--- src/include/llcr_defs.svh ---
`ifndef LLCR_DEFS_SVH
`define LLCR_DEFS_SVH

// ----------------------------------------------------------------------------
// Register addresses
// ----------------------------------------------------------------------------
`define LLCR_ADDR_OPMODE      7'h01
`define LLCR_ADDR_OSC         7'h0A
`define LLCR_ADDR_AFC         7'h0B
`define LLCR_ADDR_LOWBAT      7'h0C
`define LLCR_ADDR_LISTEN1     7'h0D
`define LLCR_ADDR_LISTEN2     7'h0E
`define LLCR_ADDR_LISTEN3     7'h0F
`define LLCR_ADDR_VERSION     7'h10

// ----------------------------------------------------------------------------
// Field positions
// ----------------------------------------------------------------------------
`define LLCR_BIT_LISTEN_ON    6
`define LLCR_BIT_LISTEN_ABORT 5
`define LLCR_POS_MODE         2
`define LLCR_BIT_CAL_START    7
`define LLCR_BIT_CAL_DONE     6
`define LLCR_BIT_AFC_LOW      5
`define LLCR_BIT_BAT_MONITOR  4
`define LLCR_BIT_BAT_ON       3
`define LLCR_POS_BAT_TRIM     0
`define LLCR_POS_IDLE_UNIT    6
`define LLCR_POS_RX_UNIT      4
`define LLCR_BIT_CRITERIA     3
`define LLCR_POS_END_ACTION   1

// ----------------------------------------------------------------------------
// Reset values
// ----------------------------------------------------------------------------
`define LLCR_RST_MODE         3'h1
`define LLCR_RST_BAT_TRIM     3'h2
`define LLCR_RST_IDLE_UNIT    2'h2
`define LLCR_RST_RX_UNIT      2'h1
`define LLCR_RST_END_ACTION   2'h1
`define LLCR_RST_IDLE_COEF    8'hF5
`define LLCR_RST_RX_COEF      8'h20
// Revision value is arbitrary.
`define LLCR_REVISION         8'h11

// ----------------------------------------------------------------------------
// Timing
// ----------------------------------------------------------------------------
`define LLCR_CLK_PERIOD_PS    8000
`define LLCR_UNIT_BASE_US     64
`define LLCR_UNIT_BASE_CYCLES (`LLCR_UNIT_BASE_US * 1000000 / `LLCR_CLK_PERIOD_PS)
`define LLCR_RES_STEP         6'h3F
`define LLCR_RC_CAL_US        100
`define LLCR_RC_CAL_CYCLES    (`LLCR_RC_CAL_US * 1000000 / `LLCR_CLK_PERIOD_PS)

`endif

--- src/include/llcr_pkg.sv ---
package llcr_pkg;

  typedef enum logic [2:0] {
    LLCR_SLEEP   = 3'h0,
    LLCR_STANDBY = 3'h1,
    LLCR_SYNTH   = 3'h2,
    LLCR_RECEIVE = 3'h4
  } llcr_mode_type;

  typedef enum logic [2:0] {
    LS_OFF     = 3'h0,
    LS_IDLE    = 3'h1,
    LS_RX      = 3'h2,
    LS_HOLD    = 3'h3,
    LS_STAY    = 3'h4,
    LS_STOPPED = 3'h5
  } llcr_listen_state_type;

endpackage

--- src/include/llcr_reg_if.sv ---
`timescale 1ns/1ps
interface llcr_reg_if;
  logic [6:0] addr;
  logic [7:0] wdata;
  logic       wr;
  logic       rd;
  logic [7:0] rdata;

  modport port (output addr, output wdata, output wr, output rd, input rdata);
  modport bank (input addr, input wdata, input wr, input rd, output rdata);
endinterface

--- src/design/llcr_serial_port.sv ---
`timescale 1ns/1ps
`include "llcr_defs.svh"
module llcr_serial_port (
  input  wire logic  mclk,
  input  wire logic  rst,
  input  wire logic  sck,
  input  wire logic  nss_n,
  input  wire logic  mosi,
  output logic       miso,
  llcr_reg_if.port   bus
);
  logic [2:0] sck_sync;
  logic [1:0] nss_sync;
  logic [1:0] mosi_sync;
  logic [2:0] bit_count;
  logic [6:0] rx_shift;
  logic [7:0] tx_shift;
  logic [6:0] addr;
  logic       first_byte;
  logic       is_write;
  logic       step;
  logic       rd;
  logic [7:0] wdata;

  wire        active    = ~nss_sync[1];
  wire        sck_rise  = sck_sync[1] & ~sck_sync[2];
  wire        sck_fall  = ~sck_sync[1] & sck_sync[2];
  wire [7:0]  rx_byte   = {rx_shift, mosi_sync[1]};
  wire        byte_done = active & sck_rise & (bit_count == 3'h7);

  assign bus.addr  = addr;
  assign bus.wdata = wdata;
  assign bus.wr    = step & is_write;
  assign bus.rd    = rd;

  always_ff @(posedge mclk or posedge rst) begin
    if (rst) begin
      sck_sync  <= 3'h0;
      nss_sync  <= 2'h3;
      mosi_sync <= 2'h0;
    end else begin
      sck_sync  <= {sck_sync[1:0], sck};
      nss_sync  <= {nss_sync[0], nss_n};
      mosi_sync <= {mosi_sync[0], mosi};
    end
  end

  always_ff @(posedge mclk or posedge rst) begin
    if (rst) begin
      bit_count  <= 3'h0;
      rx_shift   <= 7'h00;
      first_byte <= 1'b1;
      is_write   <= 1'b0;
      addr       <= 7'h00;
      wdata      <= 8'h00;
      step       <= 1'b0;
      rd         <= 1'b0;
    end else begin
      step <= byte_done & ~first_byte;
      rd   <= (byte_done & first_byte & ~rx_byte[7]) | (step & ~is_write);
      if (!active) begin
        bit_count  <= 3'h0;
        first_byte <= 1'b1;
      end else if (sck_rise) begin
        bit_count <= bit_count + 3'h1;
        rx_shift  <= rx_byte[6:0];
      end
      if (byte_done && first_byte) begin
        addr       <= rx_byte[6:0];
        is_write   <= rx_byte[7];
        first_byte <= 1'b0;
      end else if (byte_done) begin
        wdata <= rx_byte;
      end
      if (step) begin
        addr <= addr + 7'h01;
      end
    end
  end

  always_ff @(posedge mclk or posedge rst) begin
    if (rst) begin
      tx_shift <= 8'h00;
      miso     <= 1'b0;
    end else if (!active) begin
      miso <= 1'b0;
    end else if (rd) begin
      miso     <= bus.rdata[7];
      tx_shift <= {bus.rdata[6:0], 1'b0};
    end else if (sck_fall && bit_count != 3'h0) begin
      miso     <= tx_shift[7];
      tx_shift <= {tx_shift[6:0], 1'b0};
    end
  end
endmodule

--- src/design/llcr_phase_timer.sv ---
`timescale 1ns/1ps
`include "llcr_defs.svh"
module llcr_phase_timer #(
  parameter int unsigned UNIT_BASE_CYCLES = `LLCR_UNIT_BASE_CYCLES
) (
  input  wire logic       mclk,
  input  wire logic       rst,
  input  wire logic       start,
  input  wire logic [1:0] unit_sel,
  input  wire logic [7:0] coef,
  output logic            expired
);
  logic [23:0] base_count;
  logic [5:0]  mid_count;
  logic [5:0]  long_count;
  logic [7:0]  tick_count;
  logic [7:0]  target;
  logic [1:0]  unit;
  logic        running;

  wire base_tick = running & (base_count == 24'(UNIT_BASE_CYCLES - 1));
  wire mid_tick  = base_tick & (mid_count == `LLCR_RES_STEP);
  wire long_tick = mid_tick & (long_count == `LLCR_RES_STEP);
  wire unit_tick = (unit == 2'h3) ? long_tick : (unit == 2'h2) ? mid_tick : base_tick;
  wire done_now  = running & (tick_count == target);

  // ----------------------------------------------------------------------------
  // Every phase restarts the whole prescaler chain.
  // ----------------------------------------------------------------------------
  always_ff @(posedge mclk or posedge rst) begin
    if (rst) begin
      base_count <= 24'h0;
      mid_count  <= 6'h0;
      long_count <= 6'h0;
      tick_count <= 8'h00;
      target     <= 8'h00;
      unit       <= 2'h1;
      running    <= 1'b0;
      expired    <= 1'b0;
    end else if (start) begin
      base_count <= 24'h0;
      mid_count  <= 6'h0;
      long_count <= 6'h0;
      tick_count <= 8'h00;
      target     <= coef;
      unit       <= unit_sel;
      running    <= 1'b1;
      expired    <= 1'b0;
    end else begin
      expired <= done_now;
      if (done_now) begin
        running <= 1'b0;
      end
      base_count <= base_tick ? 24'h0 : (running ? base_count + 24'h1 : base_count);
      if (base_tick) begin
        mid_count <= mid_count + 6'h1;
      end
      if (mid_tick) begin
        long_count <= long_count + 6'h1;
      end
      if (unit_tick && !done_now) begin
        tick_count <= tick_count + 8'h01;
      end
    end
  end
endmodule

--- src/design/llcr_config_regs.sv ---
`timescale 1ns/1ps
`include "llcr_defs.svh"
module llcr_config_regs
  import llcr_pkg::*;
#(
  parameter int unsigned UNIT_BASE_CYCLES = `LLCR_UNIT_BASE_CYCLES,
  parameter int unsigned RC_CAL_CYCLES    = `LLCR_RC_CAL_CYCLES
) (
  input  wire logic       mclk,
  input  wire logic       rst,
  input  wire logic       spi_sck,
  input  wire logic       spi_nss_n,
  input  wire logic       spi_mosi,
  output logic            spi_miso,
  input  wire logic       battery_comparator_raw,
  input  wire logic       signal_strength_limit,
  input  wire logic       sync_word_match,
  input  wire logic       payload_complete_event,
  input  wire logic       rx_timeout_event,
  output logic [2:0]      chip_mode,
  output logic            duty_cycle_active,
  output logic            afc_low_index_select,
  output logic            battery_detector_enable,
  output logic [2:0]      battery_threshold_select,
  output logic            rc_calibration_running,
  output logic            fifo_discard
);

  // ----------------------------------------------------------------------------
  // Serial register port
  // ----------------------------------------------------------------------------
  // The port turns host frames into register strobes.
  llcr_reg_if regs ();

  llcr_serial_port u_port (
    .mclk  (mclk),
    .rst   (rst),
    .sck   (spi_sck),
    .nss_n (spi_nss_n),
    .mosi  (spi_mosi),
    .miso  (spi_miso),
    .bus   (regs.port)
  );

  // ----------------------------------------------------------------------------
  // Storage
  // ----------------------------------------------------------------------------
  // Software-visible fields.
  logic [2:0]            mode_request;
  logic                  duty_cycle_enable;
  logic [1:0]            idle_time_unit;
  logic [1:0]            receive_time_unit;
  logic                  packet_accept_rule;
  logic [1:0]            post_accept_action;
  logic [7:0]            idle_time_multiplier;
  logic [7:0]            receive_time_multiplier;

  // Status and sequencer state.
  logic [23:0]           cal_count;
  logic [1:0]            battery_sync;
  logic                  discard_pending;

  llcr_listen_state_type state;
  llcr_listen_state_type next_state;
  logic                  next_start_idle;
  logic                  next_start_rx;
  logic                  next_discard_pending;
  logic                  phase_expired;

  // ----------------------------------------------------------------------------
  // Write decode
  // ----------------------------------------------------------------------------
  // One compare serves the write strobes and the read mux.
  function automatic logic hit(input logic [6:0] addr, input logic [6:0] target);
    hit = (addr == target);
  endfunction

  // Write strobes, one per writable register.
  wire wr_opmode  = regs.wr & hit(regs.addr, `LLCR_ADDR_OPMODE);
  wire wr_osc     = regs.wr & hit(regs.addr, `LLCR_ADDR_OSC);
  wire wr_afc     = regs.wr & hit(regs.addr, `LLCR_ADDR_AFC);
  wire wr_lowbat  = regs.wr & hit(regs.addr, `LLCR_ADDR_LOWBAT);
  wire wr_listen1 = regs.wr & hit(regs.addr, `LLCR_ADDR_LISTEN1);
  wire wr_listen2 = regs.wr & hit(regs.addr, `LLCR_ADDR_LISTEN2);
  wire wr_listen3 = regs.wr & hit(regs.addr, `LLCR_ADDR_LISTEN3);

  // Abort only counts when enable is cleared in the same write.
  wire listen_abort = wr_opmode & regs.wdata[`LLCR_BIT_LISTEN_ABORT] & ~regs.wdata[`LLCR_BIT_LISTEN_ON];
  wire cal_busy     = (cal_count != 24'h0);

  // A start is dropped while busy or outside standby.
  wire cal_start    = wr_osc & regs.wdata[`LLCR_BIT_CAL_START] & ~cal_busy & (chip_mode == LLCR_STANDBY);

  // The comparator is read only after two flops.
  wire battery_live = battery_detector_enable & battery_sync[1];

  // Acceptance is judged on every receive cycle.
  wire accept_now   = signal_strength_limit & (~packet_accept_rule | sync_word_match);

  // Either event ends the receive after an accept.
  wire rx_finished  = payload_complete_event | rx_timeout_event;

  // ----------------------------------------------------------------------------
  // Configuration registers
  // ----------------------------------------------------------------------------
  always_ff @(posedge mclk or posedge rst) begin
    if (rst) begin
      mode_request      <= `LLCR_RST_MODE;
      duty_cycle_enable <= 1'b0;
    end else if (wr_opmode) begin
      mode_request      <= regs.wdata[`LLCR_POS_MODE +: 3];
      // Clearing it alone leaves a running cycle as is.
      duty_cycle_enable <= regs.wdata[`LLCR_BIT_LISTEN_ON];
    end
  end

  always_ff @(posedge mclk or posedge rst) begin
    if (rst) begin
      afc_low_index_select <= 1'b0;
    end else if (wr_afc) begin
      // Only the routine select bit is stored.
      afc_low_index_select <= regs.wdata[`LLCR_BIT_AFC_LOW];
    end
  end

  always_ff @(posedge mclk or posedge rst) begin
    if (rst) begin
      battery_detector_enable  <= 1'b0;
      battery_threshold_select <= `LLCR_RST_BAT_TRIM;
    end else if (wr_lowbat) begin
      // The monitor bit is read-only here.
      battery_detector_enable  <= regs.wdata[`LLCR_BIT_BAT_ON];
      battery_threshold_select <= regs.wdata[`LLCR_POS_BAT_TRIM +: 3];
    end
  end

  always_ff @(posedge mclk or posedge rst) begin
    if (rst) begin
      idle_time_unit     <= `LLCR_RST_IDLE_UNIT;
      receive_time_unit  <= `LLCR_RST_RX_UNIT;
      packet_accept_rule <= 1'b0;
      post_accept_action <= `LLCR_RST_END_ACTION;
    end else if (wr_listen1) begin
      idle_time_unit     <= regs.wdata[`LLCR_POS_IDLE_UNIT +: 2];
      receive_time_unit  <= regs.wdata[`LLCR_POS_RX_UNIT +: 2];
      packet_accept_rule <= regs.wdata[`LLCR_BIT_CRITERIA];
      // Reserved codes are kept; the sequencer runs them as 01.
      post_accept_action <= regs.wdata[`LLCR_POS_END_ACTION +: 2];
    end
  end

  always_ff @(posedge mclk or posedge rst) begin
    if (rst) begin
      idle_time_multiplier    <= `LLCR_RST_IDLE_COEF;
      receive_time_multiplier <= `LLCR_RST_RX_COEF;
    end else begin
      if (wr_listen2) begin
        idle_time_multiplier <= regs.wdata;
      end
      if (wr_listen3) begin
        receive_time_multiplier <= regs.wdata;
      end
    end
  end

  // ----------------------------------------------------------------------------
  // RC calibration and battery comparator
  // ----------------------------------------------------------------------------
  always_ff @(posedge mclk or posedge rst) begin
    if (rst) begin
      cal_count <= 24'h0;
    end else if (cal_start) begin
      // The length is a fixed count of mclk cycles.
      cal_count <= 24'(RC_CAL_CYCLES);
    end else if (cal_busy) begin
      cal_count <= cal_count - 24'h1;
    end
  end

  always_ff @(posedge mclk or posedge rst) begin
    if (rst) begin
      battery_sync <= 2'h0;
    end else begin
      // Two flops guard against a changing analog level.
      battery_sync <= {battery_sync[0], battery_comparator_raw};
    end
  end

  // The done bit reads as the inverse of this flag.
  assign rc_calibration_running = cal_busy;

  // ----------------------------------------------------------------------------
  // Listen sequencer
  // ----------------------------------------------------------------------------
  // Unit and multiplier are taken at a phase start only.
  wire       timer_start = next_start_idle | next_start_rx;
  wire [1:0] timer_unit  = next_start_rx ? receive_time_unit : idle_time_unit;
  wire [7:0] timer_coef  = next_start_rx ? receive_time_multiplier : idle_time_multiplier;

  llcr_phase_timer #(
    .UNIT_BASE_CYCLES (UNIT_BASE_CYCLES)
  ) u_timer (
    .mclk     (mclk),
    .rst      (rst),
    .start    (timer_start),
    .unit_sel (timer_unit),
    .coef     (timer_coef),
    .expired  (phase_expired)
  );

  always_comb begin
    next_state           = state;
    next_start_idle      = 1'b0;
    next_start_rx        = 1'b0;
    next_discard_pending = discard_pending;
    case (state)
      LS_OFF: begin
        // A pending discard does not survive leaving listen.
        next_discard_pending = 1'b0;
        if (duty_cycle_enable && !listen_abort) begin
          next_state      = LS_IDLE;
          next_start_idle = 1'b1;
        end
      end

      LS_IDLE: begin
        if (listen_abort) begin
          next_state = LS_OFF;
        end else if (phase_expired) begin
          next_state           = LS_RX;
          next_start_rx        = 1'b1;
          next_discard_pending = 1'b0;
        end
      end

      // An abort wins over an accept or an expiry.
      LS_RX: begin
        if (listen_abort) begin
          next_state = LS_OFF;
        end else if (accept_now) begin
          if (post_accept_action == 2'h0) begin
            next_state = LS_STAY;
          end else begin
            next_state = LS_HOLD;
          end
        end else if (phase_expired) begin
          next_state      = LS_IDLE;
          next_start_idle = 1'b1;
        end
      end

      // Wait for the end of the accepted packet.
      LS_HOLD: begin
        if (listen_abort) begin
          next_state = LS_OFF;
        end else if (rx_finished && post_accept_action == 2'h2) begin
          next_state           = LS_IDLE;
          next_start_idle      = 1'b1;
          next_discard_pending = 1'b1;
        end else if (rx_finished) begin
          next_state = LS_STOPPED;
        end
      end

      // Only clearing the enable leaves a stopped listen.
      LS_STAY, LS_STOPPED: begin
        if (!duty_cycle_enable) begin
          next_state = LS_OFF;
        end
      end

      default: begin
        next_state = LS_OFF;
      end
    endcase
  end

  always_ff @(posedge mclk or posedge rst) begin
    if (rst) begin
      state           <= LS_OFF;
      discard_pending <= 1'b0;
      fifo_discard    <= 1'b0;
    end else begin
      state           <= next_state;
      discard_pending <= next_discard_pending;
      // The pulse marks the first wakeup after a resume.
      fifo_discard    <= next_start_rx & discard_pending;
    end
  end

  // ----------------------------------------------------------------------------
  // Current chip mode
  // ----------------------------------------------------------------------------
  // Every state with the receiver on reports receive.
  wire in_receive = (state == LS_RX) | (state == LS_HOLD) | (state == LS_STAY);

  // Idle sleeps; outside listen the request is current.
  assign chip_mode = in_receive ? LLCR_RECEIVE :
                     (state == LS_IDLE) ? LLCR_SLEEP : mode_request;

  // Listen is active until it stops or is left.
  assign duty_cycle_active = (state == LS_IDLE) | (state == LS_RX) | (state == LS_HOLD);

  // ----------------------------------------------------------------------------
  // Read back
  // ----------------------------------------------------------------------------
  // Write-only bits read 0.
  wire [7:0] rd_opmode  = {1'b0, duty_cycle_enable, 1'b0, chip_mode, 2'h0};
  wire [7:0] rd_osc     = {1'b0, ~cal_busy, 6'h00};
  wire [7:0] rd_afc     = {2'h0, afc_low_index_select, 5'h00};
  wire [7:0] rd_lowbat  = {3'h0, battery_live, battery_detector_enable, battery_threshold_select};
  wire [7:0] rd_listen1 = {idle_time_unit, receive_time_unit, packet_accept_rule, post_accept_action, 1'b0};

  // Unmapped addresses read 0.
  assign regs.rdata = hit(regs.addr, `LLCR_ADDR_OPMODE)  ? rd_opmode  :
                      hit(regs.addr, `LLCR_ADDR_OSC)     ? rd_osc     :
                      hit(regs.addr, `LLCR_ADDR_AFC)     ? rd_afc     :
                      hit(regs.addr, `LLCR_ADDR_LOWBAT)  ? rd_lowbat  :
                      hit(regs.addr, `LLCR_ADDR_LISTEN1) ? rd_listen1 :
                      hit(regs.addr, `LLCR_ADDR_LISTEN2) ? idle_time_multiplier :
                      hit(regs.addr, `LLCR_ADDR_LISTEN3) ? receive_time_multiplier :
                      hit(regs.addr, `LLCR_ADDR_VERSION) ? `LLCR_REVISION : 8'h00;

endmodule

--- config.mk ---
export PLATFORM = sky130hd
export DESIGN_NAME = llcr_config_regs
export DESIGN_NICKNAME = d
export VERILOG_FILES = /design/src/include/llcr_pkg.sv /design/src/include/llcr_reg_if.sv /design/src/design/llcr_serial_port.sv /design/src/design/llcr_phase_timer.sv /design/src/design/llcr_config_regs.sv
export VERILOG_INCLUDE_DIRS = /design/src /design/src/include
export SDC_FILE = /design/constraint.sdc
export NUM_CORES = 1
export LEC_CHECK = 0
export ABC_AREA = 1
export ABC_CLOCK_PERIOD_IN_PS = 5300
export BUFFER_PORTS_ARGS = -buffer_cell sky130_fd_sc_hd__buf_4
export CAP_MARGIN = 20
export CORE_MARGIN = 1
export CORE_UTILIZATION = 41
export DETAILED_ROUTE_END_ITERATION = 16
export PLACE_DENSITY = 0.64
export SLEW_MARGIN = 0
export SYNTH_ARGS = -nofsm -noshare
export SYNTH_HDL_FRONTEND = slang
export SYNTH_SLANG_ARGS = --single-unit
--- constraint.sdc ---
create_clock -name mclk -period 5.3 [get_ports mclk]
set_input_delay 1.06 -clock mclk [delete_from_list [all_inputs] [get_ports mclk]]
set_output_delay 1.06 -clock mclk [all_outputs]
set_load 0.02 [all_outputs]
==> reports/metrics.cfg, run 1 <==
[outcome]
status=completed

[critical_path]
regToRegSetupSlack_ns=2.41
r2r_end=u_timer.tick_count[6]$_DFFE_PP0P_
r2r.worst_path.cells=12
crit_start=cal_count[0]$_DFFE_PP0P_
worst-path-max-fanout=5
r2r-start=u_port.bus.addr[1]$_DFFE_PP0P_
critPathLaunchType=flop
arrival_ns=1.93
crit_type=reg -> out
required_ns=4.24
critPathCaptureType=output pin

[placed_design]
hpwl_microns=14800
port_buffers=21
placed_cell_area_sq_mm=0.00936
dp_slack_ns=2.38
place_congestion=0.910

[clock_tree]
clockRootBuffer=clkbuf_16
cts_htree_levels=4
clock_path_buffers=2
cts_setup_buffers=0
cts_resized=0
cts_tree=yes
cts.sinks=163
ctsHoldBuffers=0
clk_pin_slew_worst_paths_ns=0.08
numCtsBuffers=17
clk-insertion-delay-late_ns=0.44

[yosys]
synth_area_sq_mm=0.00895
synth_flop_cell=dfrtp_1
yosysWarnings=0
ys_seq_elements=163
syn_inst=1170
synth_fp_nets=1193
syn_avg_cell_area_sq_um=7.65
yosys.area.top_type=dfrtp_1
yosysMostFrequentCell=nand2_1
synth.distinct_cells=44
synth_enable_flop_cells=0
ys_seq_area_share_pct=45.8
synthTopCellsByArea=dfrtp_1 41%, nand2_1 12%, nor2_1 6.2%
synth.top_cell.area_share_pct=41.1
yosys-top-cells-count=289 x nand2_1, 147 x dfrtp_1, 147 x nor2_1, 145 x inv_1, 105 x o21ai_0
async_flop_share_pct=100

[global_route]
grtUsageTotal_pct=19.8
antenna_found_initial=0
grt_pass1_vias=7026
grt_start_max_net_pins=71
grt_pass1_wl_microns=35200
grt_overflow=0

[timing]
setup_slack_ns=2.31
clock_skew_ns=0.0178
layout_min_cycle_time_ns=2.99
final.period_utilization_pct=56.4
finalMaxSlewViolations=0
setup_tns_ns=0
setup_viol=0
relSlewSlack_pct=35.0
worst_slew_pin_slew_ns=0.970
fmax_mhz=335
rsz0062_at_grt=false
finalHoldViolCount=0

[cells_and_area]
nets=1213
fillCellCount=2126
fin_util_pct=47.2
design_area_sq_mm=0.0100
register_area_sq_mm=0.00410
multiInputGateArea_sq_mm=0.00416
area_growth_pct=11.9
layout-drive-gt1-share_pct=8.48
antennaDiodeCount=0

[die]
chipWidth_microns=150
dieArea_sq_mm=0.0224
coreArea_sq_mm=0.0212
start_util_pct=42.2
pin_count=22
rows=53
die_h_microns=150

[detailed_routing]
vias=7534
viasPerCell=5.10
route.detailed.drc=0
drtAntennaViolNets=0
firstDrtPassIters=5
wire_per_inst_microns=14.0
wirelength_microns=20700
drt_iter0_drc=456

[power]
p_per_area_mw_per_mm2=264
p_leak_nw=4.85
peakVddDrop_mv=0.161
power_w=0.00264

[hold_path]
worstHoldStart=battery_sync[0]$_DFF_PP0_
min-delay-path-class=reg -> reg
min_path_cells=0
min_to=battery_sync[1]$_DFF_PP0_

[flow_run]
maxCapViolations=0

[registers in the layout, indices dropped and copies added (netlist names), 3 cells and up]
name / flops
u_timer.tick_count: 8
cal_count: 24
u_port.bus.wdata: 8
u_timer.long_count: 6
u_timer.base_count: 24
u_port.sck_sync: 3
mode_request: 3
u_port.bit_count: 3
u_port.bus.addr: 7
u_timer.target: 8
state: 3
u_timer.mid_count: 6
u_port.tx_shift: 7
u_port.rx_shift: 7
battery_threshold_select: 3
idle_time_multiplier: 8
receive_time_multiplier: 8
[cells in the final DEF (no fill, tap or decap), types with 13 or more instances in the layout]
| cell | count |
|---|---|
| nor3_1 | 18 |
| inv_1 | 144 |
| nor2_1 | 147 |
| clkbuf_16 | 17 |
| xor2_1 | 45 |
| nand4_1 | 27 |
| nand2_1 | 289 |
| ha_1 | 13 |
| buf_4 | 23 |
| dfrtp_1 | 147 |
| nand3_1 | 92 |
| a21oi_1 | 15 |
| dfstp_2 | 16 |
| o21ai_0 | 105 |
[cells by family (layout without fill, tap and decap cells)]
| logic type | after synthesis | count (layout) | share of synthesized area, % |
|---|---|---|---|
| buffers and inverters | 174 | 207 | 7.74 |
| AND/OR/NAND/NOR | 617 | 617 | 30.6 |
| AO/OA/AOI/OAI | 154 | 154 | 9.25 |
| XOR/XNOR | 49 | 49 | 4.79 |
| adder cells (fa/ha/maj) | 13 | 13 | 1.82 |
| flip-flops | 163 | 163 | 45.8 |
[where the power goes]
part	switching [W]	leakage [nW]	total, W	internal (W)
Combinational	0.0000432	2.35	0.0000597	0.0000165
Clock	0.000618	0.308	0.00131	0.000691
Sequential	0.0000123	2.19	0.00127	0.00126
Total	0.000673	4.85	0.00264	0.00197
[layout make-up]
type	instances	share of cell area (%)
clock inverter	15	2.10
timing repair buffer	25	2.12
clock buffer	17	4.25
inverter	150	5.66
sequential	163	40.9
tap	275	3.43
multi-input combinational	833	41.5
[worst max path at each step]
stage,end,slack (ns)
after global placement,u_timer.tick_count[4]$_DFFE_PP0P_,2.42
after floorplan,afc_low_index_select$_DFFE_PP0P_,2.18
after CTS,rc_calibration_running,2.29
after detailed placement,u_timer.tick_count[6]$_DFFE_PP0P_,2.38
final,rc_calibration_running,2.31
after global routing,u_timer.tick_count[1]$_DFFE_PP0P_,2.13
[stage by stage]
| step | instances | hold WS, ns |
|---|---|---|
| 2_1_floorplan | 1170 | 0.331 |
| 3_3_place_gp | 1445 | 0.332 |
| 3_5_place_dp | 1445 | 0.340 |
| 4_1_cts | 1477 | 0.357 |
| 5_1_grt | 1478 | 0.360 |
| 6_report | 1478 | 0.353 |
[worst max-delay path, stage by stage (launching register included)]
cell and delay, ns:
dfrtp_1 0.39, inv_1 0.14, ha_1 0.22, nand3_1 0.09
nor4_1 0.24, nand3_1 0.21, buf_4 0.21
[layer usage]
metal | wire (microns) | vias up | track usage [%]
li1 | - | 3829 | -
met1 | 10000 | 3542 | 27.5
met2 | 9640 | 141 | 31.4
met3 | 709 | 22 | 3.48
met4 | 301 | 0 | 6.41
met5 | 0 | - | 0
Power figures use the tool's default switching activity.
==> inputs of run 2 (changes only) <==
Settings changed: ABC_AREA 1 to 0, ABC_CLOCK_PERIOD_IN_PS 5300 to 2500.
Clock period 5.3 ns to 2.5 ns, I/O delays scaled along.
==> run 2 against run 1 <==
Net effect:
- combinational power grew to 3.0 times the previous value
- clock skew down 0.0048 ns
- non-clock buffer count rose by 34
- sequential power up 120%
==> reports/metrics.cfg, run 2 <==
[timing]
finalMaxSlewViolations=0  ; unchanged
clock_skew_ns=0.0130  ; -0.00484 ns
fmax_mhz=402
rsz0062_at_grt=true
layout_min_cycle_time_ns=2.49
setup_viol=0  ; unchanged
finalHoldViolCount=0  ; unchanged
final.period_utilization_pct=99.5
worst_slew_pin_slew_ns=0.588  ; -0.382 ns
relSlewSlack_pct=60.7  ; +26 points
setup_slack_ns=0.0136  ; -2.30 ns

[yosys]
yosysMostFrequentCell=dfrtp_1
yosys-top-cells-count=147 x dfrtp_1, 86 x nor2_1, 76 x nand2_1, 48 x mux2_2, 40 x o21ai_0
yosys.area.top_type=dfrtp_1
async_flop_share_pct=100  ; unchanged
synthTopCellsByArea=dfrtp_1 45%, mux2_2 6.6%, dfstp_2 5.2%
synth.top_cell.area_share_pct=45.2  ; +4.1 points
synth_enable_flop_cells=0  ; unchanged
synth_fp_nets=829  ; -31%
syn_inst=806  ; -31%
synth_area_sq_mm=0.00813  ; -9.2%
yosysWarnings=0  ; unchanged
ys_seq_elements=163  ; unchanged
syn_avg_cell_area_sq_um=10.1  ; +32%
ys_seq_area_share_pct=50.4  ; +4.6 points
synth_flop_cell=dfrtp_1
synth.distinct_cells=64  ; +45%

[outcome]
status=completed

[power]
p_leak_nw=4.21  ; -13%
p_per_area_mw_per_mm2=595  ; +130%
peakVddDrop_mv=0.391  ; +140%
power_w=0.00562  ; +110%

[hold_path]
min-delay-path-class=in -> async

[die]
dieArea_sq_mm=0.0204  ; -9.0%
coreArea_sq_mm=0.0195  ; -8.3%
rows=51  ; -3.8%
die_h_microns=143  ; -4.6%
chipWidth_microns=143  ; -4.6%
pin_count=22  ; unchanged
start_util_pct=41.8  ; -0.41 points

[critical_path]
critPathLaunchType=flop
arrival_ns=1.99  ; +0.06 ns
critPathCaptureType=output pin
required_ns=2.00  ; -2.24 ns
worst-path-max-fanout=3  ; -2
crit_type=reg -> out

[detailed_routing]
viasPerCell=5.38  ; +5.5%
route.detailed.drc=0  ; unchanged
drt_iter0_drc=399  ; -13%
firstDrtPassIters=6  ; +1
wire_per_inst_microns=15.7  ; +12%
vias=6071  ; -19%
drtAntennaViolNets=0  ; unchanged
wirelength_microns=17700  ; -14%

[global_route]
grt_pass1_wl_microns=29800  ; -15%
grtUsageTotal_pct=18.8  ; -1.0 points
antenna_found_initial=0  ; unchanged
grt_start_max_net_pins=57  ; -20%
grt_pass1_vias=5778  ; -18%
grt_overflow=0  ; unchanged

[clock_tree]
ctsHoldBuffers=0  ; unchanged
cts_tree=yes
clockRootBuffer=clkbuf_16
cts.sinks=163  ; unchanged
cts_htree_levels=4  ; unchanged
numCtsBuffers=17  ; unchanged
clk-insertion-delay-late_ns=0.43  ; about the same
clock_path_buffers=2  ; unchanged
clk_pin_slew_worst_paths_ns=0.07  ; about the same

[placed_design]
hpwl_microns=12500  ; -16%
port_buffers=21  ; unchanged
place_congestion=0.863  ; -5.2%
dp_slack_ns=0.0518  ; -2.33 ns

[flow_run]
maxCapViolations=0  ; unchanged

[cells_and_area]
top_regs=cal_count: 24 flops, u_timer.base_count: 24 flops
layout-drive-gt1-share_pct=20.0  ; +12 points
area_growth_pct=16.2
antennaDiodeCount=0  ; unchanged
final_cell_mix=147 x dfrtp_1, 85 x nor2_1, 76 x nand2_1
fillCellCount=1821  ; -14%
mostFrequentLayoutCell=dfrtp_1
nets=874  ; -28%

run 2: cell count changes after synthesis, sizes merged, moves of 19 or more:
cell / change
xnor2: +19
mux2: +48
nor2: -67
nand3: -62
inv: -130
nand2: -217
o21ai: -75
run 2: logic make-up (layout without fill, tap and decap cells):
group	count (synthesis)	count (layout)	share of synthesized area, %
buffers and inverters	50	108	2.40
flip-flops	163	163	50.4
AND/OR/NAND/NOR	339	339	21.4
XOR/XNOR	53	53	5.71
adder cells (fa/ha/maj)	13	13	2.00
multiplexers	61	61	8.25
AO/OA/AOI/OAI	127	127	9.80
run 2: final timing paths:
kind	startpoint	endpoint	slack, ns	depth (start not counted)
setup reg to reg	cal_count[18]$_DFFE_PP0P_	cal_count[0]$_DFFE_PP0P_	0.05	6
hold reg to reg	battery_sync[0]$_DFF_PP0_	battery_sync[1]$_DFF_PP0_	0.35	0
max in group asynchronous	rst	mode_request[0]$_DFFE_PP1N_	1.66	3
hold / removal	rst	u_timer.mid_count[0]$_DFFE_PP0P_	0.14	2
setup / recovery	cal_count[12]$_DFFE_PP0P_	rc_calibration_running	0.01	5
min in group mclk	spi_sck	u_port.sck_sync[0]$_DFF_PP0_	0.18	1
run 2: through the flow:
| stage | cell area [sq um] | hold WS, ns | TNS [ns] | instances | util [%] |
|---|---|---|---|---|---|
| global route | 9450 | 0.153 | -0.0571 | 1129 | 48.6 |
| floorplan | 8140 | 0.331 | -8.49 | 806 | - |
| CTS | 9440 | 0.156 | 0 | 1129 | 48.5 |
| finish | 9450 | 0.136 | 0 | 1129 | 48.6 |
| global placement | 8840 | 0.332 | 0 | 1097 | 45.4 |
| detailed placement | 8840 | 0.336 | 0 | 1097 | 45.4 |
run 2: critical path, cell delays in order (launching register included):
cell and delay (ns):
dfrtp_1 0.40, or3_4 0.40, or3_4 0.35, nor2_2 0.12, nand4_1 0.12, buf_4 0.18
run 2: cell type report:
cell class	instances	area, sq um	share of cell area [%]
clock buffers	20	447	4.73
clock inverters	12	146	1.55
inverters	17	67.6	0.715
multi-input cells	593	3870	40.9
flip-flops and latches	163	4100	43.4
well taps	265	332	3.51
repair buffers	59	493	5.22
run 2: what timing repair did:
item                       CTS  global route
buffers inserted             1             0
pin swaps                    2             4
setup endpoints to repair    1             3
gates resized for setup      2             3
run 2: metal layers:
metal / GRT usage, % / routed length (microns) / part of all wire, % / vias to the layer above
met5: 0 / 0 / 0 / -
met4: 5.15 / 197 / 1.1 / 0
met3: 3.79 / 610 / 3.4 / 16
met2: 28.1 / 7990 / 45 / 121
met1: 27.5 / 8900 / 50 / 2965
li1: - / - / - / 2969
run 2: power breakdown:
| part | internal, W | switching [W] |
|---|---|---|
| clock | 0.00152 | 0.00111 |
| combinational | 0.0000876 | 0.0000948 |
| sequential | 0.00273 | 0.0000800 |
| total | 0.00434 | 0.00128 |
